==> src/pkg/scp_defs.svh <==
/*
  constants of the serial configuration port: register addresses, field
  positions, word framing and link timing.
  assumes inclusion by bare name from the device and host design files.
*/
`ifndef SCP_DEFS_SVH
`define SCP_DEFS_SVH
`define SCP_ADDR_CTRL 8'h00
`define SCP_ADDR_PWR 8'h35
`define SCP_ADDR_GAIN 8'h3B
`define SCP_RESET_VAL 16'h0000
`define SCP_BIT_SOFT_RESET 0
`define SCP_BIT_READBACK 1
`define SCP_BIT_FULL_SLEEP 15
`define SCP_BIT_HALF_SLEEP 14
`define SCP_BIT_NARROW_BAND 7
`define SCP_GAIN_HI 6
`define SCP_GAIN_LO 4
`define SCP_WORD_BITS 24
`define SCP_ADDR_BITS 8
`define SCP_DATA_BITS 16
`define SCP_CLK_NS 4
`define SCP_SCLK_MIN_NS 50
`define SCP_HALF_CYCLES ((`SCP_SCLK_MIN_NS + 2 * `SCP_CLK_NS - 1) / (2 * `SCP_CLK_NS))
`define SCP_HOST_ADDR_CMD 2'h0
`define SCP_HOST_ADDR_DATA 2'h1
`define SCP_HOST_ADDR_STAT 2'h2
`endif

==> src/pkg/scp_pkg.sv <==
/*
  types shared by both ends of the serial configuration port.
  assumes scp_defs.svh on the include path.
*/
`default_nettype none
package scp_pkg;
  typedef enum logic [1:0] {
    SCP_H_IDLE = 2'h0,
    SCP_H_LOW = 2'h1,
    SCP_H_HIGH = 2'h3,
    SCP_H_END = 2'h2
  } scp_host_state_t;
  typedef logic [15:0] scp_word_t;
endpackage
`default_nettype wire

==> src/pkg/scp_if.sv <==
/*
  four-wire serial link between host and device plus the device's hardware reset pin.
  assumes the bench drives the pull levels when nobody drives a pin.
*/
`default_nettype none
interface scp_if;
  logic serial_select_n;
  logic shift_clock;
  logic serial_input_line;
  logic serial_output_line;
  logic hw_reset_pin;
  modport device (input serial_select_n, input shift_clock, input serial_input_line,
                  input hw_reset_pin, output serial_output_line);
  modport host (output serial_select_n, output shift_clock, output serial_input_line,
                output hw_reset_pin, input serial_output_line);
endinterface
`default_nettype wire

==> src/rtl/scp_device.sv <==
/*
  device end of the serial configuration port: shifts 24-bit words,
  holds three 16-bit registers, answers readback and decodes controls.
  assumes all link pins are asynchronous to clk and that the link clock is
  far slower than clk.
*/
// Decided for this implementation: the address-and-strobe port.
// Operation
// - sample input on shift rising edges while selected
// - load register on every 24th rising edge
// - count groups of 24 from select fall
// - discard leftover bits, no update
// - word is 8 address then 16 data
// - host shift clock up to 20 MHz
// - host writes zero to unused bits
// - readback bit enables serial output of register
// - output changes after shift falling edge
// - readback bit stays writable; clear restores writes
// - reset pin pulse resets the device
// - soft reset bit clears all, self-clears
// - registers kept during power-down
// - bit15 full sleep, bit14 half sleep
// - partial sleep pin sleeps whole device; here the pin sets half_sleep only
// - select active low, pulled up
// - reset high: input line picks narrow band
// - gain code 000 18 dB, 3 dB steps
// - serial control only with reset low
// - gain bits 6:4, band bit 7
`default_nettype none
`include "scp_defs.svh"
module scp_device
  import scp_pkg::*;
(
  // clock and reset
  input wire logic clk,
  input wire logic reset,
  // link
  scp_if.device link,
  // strap pins
  input wire logic partial_sleep_pin,
  input wire logic [2:0] gain_pins,
  // analog controls
  output logic [2:0] gain_code_field,
  output logic [4:0] gain_atten_db,
  output logic narrow_band_select,
  output logic full_sleep,
  output logic half_sleep,
  output logic readback_on
);
  logic sel_n_s, sclk_s, sdi_s, rst_s, pdn_s;
  logic [2:0] gpin_s;
  logic sclk_d_r;
  logic [4:0] bit_cnt_r;
  logic [22:0] shift_r;
  scp_word_t ctrl_r, pwr_r, gain_r;
  scp_word_t out_sh_r;
  logic sdo_r;
  logic rise, fall, word_done, sw_rst, wr_ok, clr_all;
  logic [7:0] w_addr, rb_addr;
  logic [2:0] gain_sel;
  logic [4:0] atten_nxt;
  scp_word_t w_data, rd_val;

  // every pin crosses two flops; select starts high so reset opens no frame
  scp_sync #(.INIT(1'b1)) u_sel (.clk(clk), .reset(reset), .async_in(link.serial_select_n),
    .sync_out(sel_n_s));
  scp_sync u_sclk (.clk(clk), .reset(reset), .async_in(link.shift_clock), .sync_out(sclk_s));
  scp_sync u_sdi (.clk(clk), .reset(reset), .async_in(link.serial_input_line),
    .sync_out(sdi_s));
  scp_sync u_rst (.clk(clk), .reset(reset), .async_in(link.hw_reset_pin), .sync_out(rst_s));
  scp_sync u_pdn (.clk(clk), .reset(reset), .async_in(partial_sleep_pin), .sync_out(pdn_s));
  genvar gi;
  generate
    for (gi = 0; gi < 3; gi++) begin : g_gain
      scp_sync u_g (.clk(clk), .reset(reset), .async_in(gain_pins[gi]),
        .sync_out(gpin_s[gi]));
    end
  endgenerate

  // idles low like the pulled-down shift clock, so reset leaves no false edge
  always_ff @(posedge clk) begin
    if (reset) sclk_d_r <= 1'b0;
    else sclk_d_r <= sclk_s;
  end
  assign rise = sclk_s & ~sclk_d_r & ~sel_n_s;
  assign fall = ~sclk_s & sclk_d_r & ~sel_n_s;
  assign word_done = rise && bit_cnt_r == 5'(`SCP_WORD_BITS - 1);
  // only 23 bits are kept; the last one is taken straight from the line
  assign w_addr = shift_r[22:15];
  assign w_data = {shift_r[14:0], sdi_s};
  assign rb_addr = {shift_r[6:0], sdi_s};
  // write of soft reset while writes are permitted
  assign sw_rst = word_done && !rst_s && !ctrl_r[`SCP_BIT_READBACK] &&
    w_addr == `SCP_ADDR_CTRL && w_data[`SCP_BIT_SOFT_RESET];
  // with readback on only the control word may land
  assign wr_ok = word_done && !rst_s && !ctrl_r[`SCP_BIT_READBACK];
  // pin and soft reset clear the three registers, as the system reset does
  assign clr_all = reset || sw_rst || rst_s;

  // counter restarts on every select fall, so a partial group is dropped
  always_ff @(posedge clk) begin
    if (reset || sel_n_s) begin
      bit_cnt_r <= 5'h00;
      shift_r <= 23'h000000;
    end else if (rise) begin
      shift_r <= {shift_r[21:0], sdi_s};
      bit_cnt_r <= word_done ? 5'h00 : bit_cnt_r + 5'h01;
    end
  end

  // control word: soft reset bit never sticks, readback bit stays writable
  always_ff @(posedge clk) begin
    if (clr_all) begin
      ctrl_r <= `SCP_RESET_VAL;
    end else if (word_done && w_addr == `SCP_ADDR_CTRL) begin
      ctrl_r <= w_data & 16'h0002;
    end
  end

  // sleep bits only gate the analog side, so settings survive power-down
  always_ff @(posedge clk) begin
    if (clr_all) begin
      pwr_r <= `SCP_RESET_VAL;
    end else if (wr_ok && w_addr == `SCP_ADDR_PWR) begin
      pwr_r <= w_data;
    end
  end

  always_ff @(posedge clk) begin
    if (clr_all) begin
      gain_r <= `SCP_RESET_VAL;
    end else if (wr_ok && w_addr == `SCP_ADDR_GAIN) begin
      gain_r <= w_data;
    end
  end

  // address seen at the 8th rise picks the word sent back; unknown ones read 0
  always_comb begin
    case (rb_addr)
      `SCP_ADDR_CTRL: rd_val = ctrl_r;
      `SCP_ADDR_PWR: rd_val = pwr_r;
      `SCP_ADDR_GAIN: rd_val = gain_r;
      default: rd_val = 16'h0000;
    endcase
  end

  // readback: address complete after 8 rises, data leaves on falling edges
  always_ff @(posedge clk) begin
    if (reset || sel_n_s) begin
      out_sh_r <= 16'h0000;
      sdo_r <= 1'b0;
    end else if (rise && bit_cnt_r == 5'(`SCP_ADDR_BITS - 1)) begin
      out_sh_r <= ctrl_r[`SCP_BIT_READBACK] ? rd_val : 16'h0000;
    end else if (fall && bit_cnt_r >= 5'(`SCP_ADDR_BITS)) begin
      sdo_r <= out_sh_r[15];
      out_sh_r <= {out_sh_r[14:0], 1'b0};
    end
  end
  assign link.serial_output_line = sdo_r;

  // pins win while the hardware reset pin is high
  assign gain_sel = rst_s ? gpin_s : gain_r[`SCP_GAIN_HI:`SCP_GAIN_LO];

  // attenuation ahead of the fixed 18 dB stage; code 7 is unused and read as 0 dB gain
  always_comb begin
    case (gain_sel)
      3'h0: atten_nxt = 5'h00;
      3'h1: atten_nxt = 5'h03;
      3'h2: atten_nxt = 5'h06;
      3'h3: atten_nxt = 5'h09;
      3'h4: atten_nxt = 5'h0C;
      3'h5: atten_nxt = 5'h0F;
      3'h6: atten_nxt = 5'h12;
      default: atten_nxt = 5'h12;
    endcase
  end

  // outputs, registered
  always_ff @(posedge clk) begin
    if (reset) begin
      gain_code_field <= 3'h0;
      gain_atten_db <= 5'h00;
    end else begin
      gain_code_field <= gain_sel;
      gain_atten_db <= atten_nxt;
    end
  end

  // band follows the input line itself while the reset pin is high
  always_ff @(posedge clk) begin
    if (reset) narrow_band_select <= 1'b0;
    else narrow_band_select <= rst_s ? sdi_s : gain_r[`SCP_BIT_NARROW_BAND];
  end

  // the sleep pin forces partial sleep without touching the stored bits
  always_ff @(posedge clk) begin
    if (reset) begin
      full_sleep <= 1'b0;
      half_sleep <= 1'b0;
      readback_on <= 1'b0;
    end else begin
      full_sleep <= pwr_r[`SCP_BIT_FULL_SLEEP];
      half_sleep <= pwr_r[`SCP_BIT_HALF_SLEEP] | pdn_s;
      readback_on <= ctrl_r[`SCP_BIT_READBACK];
    end
  end
endmodule // scp_device
`default_nettype wire

==> src/rtl/scp_sync.sv <==
/*
  two flip-flop synchroniser for one asynchronous level.
  assumes a synchronous active-high reset on the receiving clock.
*/
`default_nettype none
module scp_sync #(
  parameter logic INIT = 1'b0
) (
  // clock and reset
  input wire logic clk,
  input wire logic reset,
  // level
  input wire logic async_in,
  output logic sync_out
);
  logic meta_r;
  always_ff @(posedge clk) begin
    if (reset) begin
      meta_r <= INIT;
      sync_out <= INIT;
    end else begin
      meta_r <= async_in;
      sync_out <= meta_r;
    end
  end
endmodule // scp_sync

==> src/flat_wrapper.sv <==
// flat-port wrapper written by rule: the top's interface ports become plain ports
module scp_device_flat import scp_pkg::*;
  (clk, reset, partial_sleep_pin, gain_pins, gain_code_field, gain_atten_db, narrow_band_select, full_sleep, half_sleep, readback_on, link_serial_select_n, link_shift_clock, link_serial_input_line, link_hw_reset_pin, link_serial_output_line);
  scp_if link_i ();
  input wire logic clk;
  input wire logic reset;
  input wire logic partial_sleep_pin;
  input wire logic [2:0] gain_pins;
  output logic [2:0] gain_code_field;
  output logic [4:0] gain_atten_db;
  output logic narrow_band_select;
  output logic full_sleep;
  output logic half_sleep;
  output logic readback_on;
  input wire logic [$bits(link_i.serial_select_n)-1:0] link_serial_select_n;
  input wire logic [$bits(link_i.shift_clock)-1:0] link_shift_clock;
  input wire logic [$bits(link_i.serial_input_line)-1:0] link_serial_input_line;
  input wire logic [$bits(link_i.hw_reset_pin)-1:0] link_hw_reset_pin;
  output wire logic [$bits(link_i.serial_output_line)-1:0] link_serial_output_line;
  assign link_i.serial_select_n = link_serial_select_n;
  assign link_i.shift_clock = link_shift_clock;
  assign link_i.serial_input_line = link_serial_input_line;
  assign link_i.hw_reset_pin = link_hw_reset_pin;
  assign link_serial_output_line = link_i.serial_output_line;
  scp_device u_core (.clk(clk), .reset(reset), .link(link_i), .partial_sleep_pin(partial_sleep_pin), .gain_pins(gain_pins), .gain_code_field(gain_code_field), .gain_atten_db(gain_atten_db), .narrow_band_select(narrow_band_select), .full_sleep(full_sleep), .half_sleep(half_sleep), .readback_on(readback_on));
endmodule
==> config.mk <==
export PLATFORM = sky130hd
export DESIGN_NAME = scp_device_flat
export DESIGN_NICKNAME = d
export VERILOG_FILES = /design/src/pkg/scp_pkg.sv /design/src/pkg/scp_if.sv /design/src/rtl/scp_device.sv /design/src/rtl/scp_sync.sv /design/src/flat_wrapper.sv
export VERILOG_INCLUDE_DIRS = /design/src /design/src/pkg
export SDC_FILE = /design/constraint.sdc
export NUM_CORES = 1
export LEC_CHECK = 0
export ABC_AREA = 1
export BUFFER_PORTS_ARGS = -buffer_cell sky130_fd_sc_hd__buf_2
export CAP_MARGIN = 20
export CORE_MARGIN = 4
export CORE_UTILIZATION = 55
export DETAILED_ROUTE_END_ITERATION = 10
export HOLD_SLACK_MARGIN = 0.12
export PLACE_DENSITY = 0.75
export SLEW_MARGIN = 15
export SYNTH_ARGS = -nofsm -noshare
export SYNTH_HDL_FRONTEND = slang
export SYNTH_HIERARCHICAL = 1
export SYNTH_SLANG_ARGS = --single-unit
export TNS_END_PERCENT = 100
==> constraint.sdc <==
create_clock -name clk -period 2.5 [get_ports clk]
set_clock_uncertainty 0.05 [all_clocks]
set_input_delay 0.25 -clock clk [delete_from_list [all_inputs] [get_ports clk]]
set_output_delay 0.25 -clock clk [all_outputs]
set_load 0.01 [all_outputs]
==> impl_metrics.env <==
export IMPL_ff2ff_path_depth=8
export IMPL_clock_latency_ns=0.36
export IMPL_status="complete, no violations"
export IMPL_crit_fanout=33
export IMPL_hpwl_mm=6.28
export IMPL_clk_pin_slew_ns=0.11
export IMPL_hp_class="reg -> reg"
export IMPL_power_leakage_nw=1.93
export IMPL_cts_buffer_depth=2
export IMPL_timing_rr_start="u_core/bit_cnt_r[0]$_SDFFE_PP0P_"
export IMPL_fmax_mhz=492
export IMPL_place_ws_ns=0.520
export IMPL_min_period_over_period=0.813
export IMPL_worst_pin_slew_ns=0.722
export IMPL_ys_ff_latch=107
export IMPL_vias=3783
export IMPL_netlist_area_leader_share=0.479
export IMPL_drt_iter0_drc=305
export IMPL_holdPathEnd="u_core/g_gain[1].u_g/sync_out$_SDFF_PP0_"
export IMPL_place_gp_congestion=0.822
export IMPL_grtUsageTotal=0.204
export IMPL_setup_violations=0
export IMPL_setup_slack_ns=0.469
export IMPL_grt_overflow=0
export IMPL_synth_ff_type="dfxtp_1"
export IMPL_ant_nets=0
export IMPL_post_route_util=0.625
export IMPL_async_reset_ff_frac=0
export IMPL_hold_viol=0
export IMPL_wl_per_cell_um=13.2
export IMPL_drt_wl_total_mm=9.44
export IMPL_synthToLayoutAreaGrowth_pct=9.12
export IMPL_cts_sinks=107
export IMPL_antenna_cells=0
export IMPL_regArea_mm2=0.00214
export IMPL_htreeDepth=3
export IMPL_hold_start="u_core/g_gain[1].u_g/meta_r$_SDFF_PP0_"
export IMPL_n_fill_cell=698
export IMPL_start_util=0.573
export IMPL_synth_seq_area_share=0.479
export IMPL_vias_per_cell=5.28
export IMPL_cts_resized=0
export IMPL_dieArea_mm2=0.00964
export IMPL_io_pins=23
export IMPL_rows=32
export IMPL_synth_area_leaders="dfxtp_1 (48%), nand3_1 (11%), nand2_1 (10%)"
export IMPL_yosysWarnings=6
export IMPL_cts_hold_buf=11
export IMPL_cellPowerDensity_mw_per_mm2=596
export IMPL_grt_pass1_wl_mm=16.4
export IMPL_die_h_um=98.2
export IMPL_die_w_um=98.2
export IMPL_grt_pass1_vias=3588
export IMPL_rsz0062_at_grt="false"
export IMPL_crit_type="reg -> reg"
export IMPL_synth_edff_count=0
export IMPL_synth_distinct_cells=31
export IMPL_maxSlewHeadroom=0.517
export IMPL_syn_cell_area_mm2=0.00447
export IMPL_core_region_area_mm2=0.00781
export IMPL_syn_inst=589
export IMPL_seq_power_share=0.593
export IMPL_endpoint_kind="flip-flop"
export IMPL_critical_path_startpoint="u_core/bit_cnt_r[0]$_SDFFE_PP0P_"
export IMPL_worst_setup_path_start_kind="flip-flop"
export IMPL_setup_tns_ns=0
export IMPL_cp_data_arrival_time_ns=2.25
export IMPL_cts_root_buf="clkbuf_8"
export IMPL_cts_tree="yes"
export IMPL_max_vdd_ir_drop_uv=431
export IMPL_min_path_cells=2
export IMPL_power_mw=2.91
export IMPL_cts_setup_buffers=0
export IMPL_clkPwrFrac=0.376
export IMPL_p_comb_frac=0.030
export IMPL_swShare=0.225
export IMPL_drv_cap=0
export IMPL_r2r_end="u_core/pwr_r[12]$_SDFFE_PP0P_"
export IMPL_crit_required_ns=2.72
export IMPL_drtPass1Iterations=5
export IMPL_portBuffers=22
export IMPL_syn_num_nets=601
export IMPL_multi_input_area_mm2=0.00191
export IMPL_layout_min_cycle_time_ns=2.03
export IMPL_drc_errors=0
export IMPL_nets=621
export IMPL_intPower_mw=2.26
export IMPL_antenna_found_initial=0
export IMPL_cts_buffers=9
export IMPL_synth_avg_cell_area_um2=7.59
export IMPL_yosys_area_top_type="dfxtp_1"
export IMPL_ff2ff_setup_slack_ns=0.47
export IMPL_switching_power_uw=656
export IMPL_drive_gt1_frac=0.104
export IMPL_drv_slew=0
export IMPL_grt_max_degree=35
## Yosys cell counts, types with 4 or more instances
cell and instances:
nor2_1 43, buf_4 4, buf_6 6, nand2_1 120, clkbuf_1 5, o21ai_0 18
nand3_1 102, inv_1 59, nand2_4 4, buf_2 13, a21oi_1 77, dfxtp_1 107
## through the flow
| stage | hold slack, ns | std cells | cell area [um2] |
|---|---|---|---|
| final | 0.342 | 716 | 4880 |
| after global routing | 0.366 | 716 | 4880 |
| after CTS | 0.345 | 716 | 4880 |
| after detailed placement | 0.344 | 689 | 4560 |
| after global placement | 0.334 | 689 | 4560 |
| after floorplan | 0.271 | 589 | 4470 |
## state kept, by name, indices dropped and copies added (netlist names), 3 cells and up
signal,cells
u_core/pwr_r,16
u_core/gain_r,16
u_core/g_gain.u_g/meta_r,3
u_core/gain_atten_db,5
u_core/shift_r,23
u_core/g_gain.u_g/sync_out,3
u_core/gain_code_field,3
u_core/out_sh_r,16
u_core/bit_cnt_r,5
## layout make-up
class | instances | share of cell area
Sequential cell | 107 | 0.439
Multi-Input combinational cell | 391 | 0.392
Timing Repair Buffer | 38 | 0.0528
Inverter | 62 | 0.0477
Clock buffer | 10 | 0.0282
Tap cell | 102 | 0.0261
Clock inverter | 6 | 0.0144
## kinds of logic after synthesis
family	synth area share
buffers and inverters	0.0934
multiplexers	0.00224
flip-flops	0.479
adder cells (fa/ha/maj)	0.00559
AND/OR/NAND/NOR	0.309
AO/OA/AOI/OAI	0.111
## worst max-delay path: stages (launching register included)
cell and delay (ns):
dfxtp_1 0.34, ha_1 0.23, nand2_1 0.17, nor2_8 0.08, nand2_4 0.10, nor2_2 0.05
nand2_1 0.07, nand3_2 0.49, a21oi_1 0.33
## worst max-delay path by stage
stage	endpoint	slack [ns]
finish	u_core/pwr_r[12]$_SDFFE_PP0P_	0.47
global route	u_core/gain_r[5]$_SDFFE_PP0P_	0.24
CTS	u_core/pwr_r[3]$_SDFFE_PP0P_	0.50
detailed placement	u_core/pwr_r[3]$_SDFFE_PP0P_	0.52
global placement	u_core/gain_r[14]$_SDFFE_PP0P_	0.63
floorplan	u_core/pwr_r[5]$_SDFFE_PP0P_	0.92
## power groups by stage
stage / registers (mW) / clock network (mW) / logic, mW
after floorplan: 1.77 / 0 / 0.0477
after global placement: 1.77 / 0 / 0.0714
after CTS: 1.73 / 1.12 / 0.0871
after detailed placement: 1.77 / 0 / 0.0739
after global routing: 1.73 / 1.18 / 0.0986
final: 1.73 / 1.10 / 0.0879
## routing by layer
layer	GRT usage	up-vias	part of all wire
met5	0	-	0
met4	0.0515	0	0.011
met3	0.0493	9	0.054
met2	0.336	78	0.49
met1	0.271	1748	0.44
li1	-	1948	-
## cell usage in the layout, fill, tap and decap left out, drive strengths merged, types with 2 or more instances in the layout
cell,synthesis,layout
ha,2,2
dlygate4sd3,0,11
clkinv,1,3
inv,61,64
nor3,5,5
a21oi,78,78
o21ai,19,19
dfxtp,107,107
nand2,125,125
nor2,50,50
nand3,106,106
clkbuf,5,10
nand4,2,2
buf,24,27
Power figures use the tool's default switching activity.
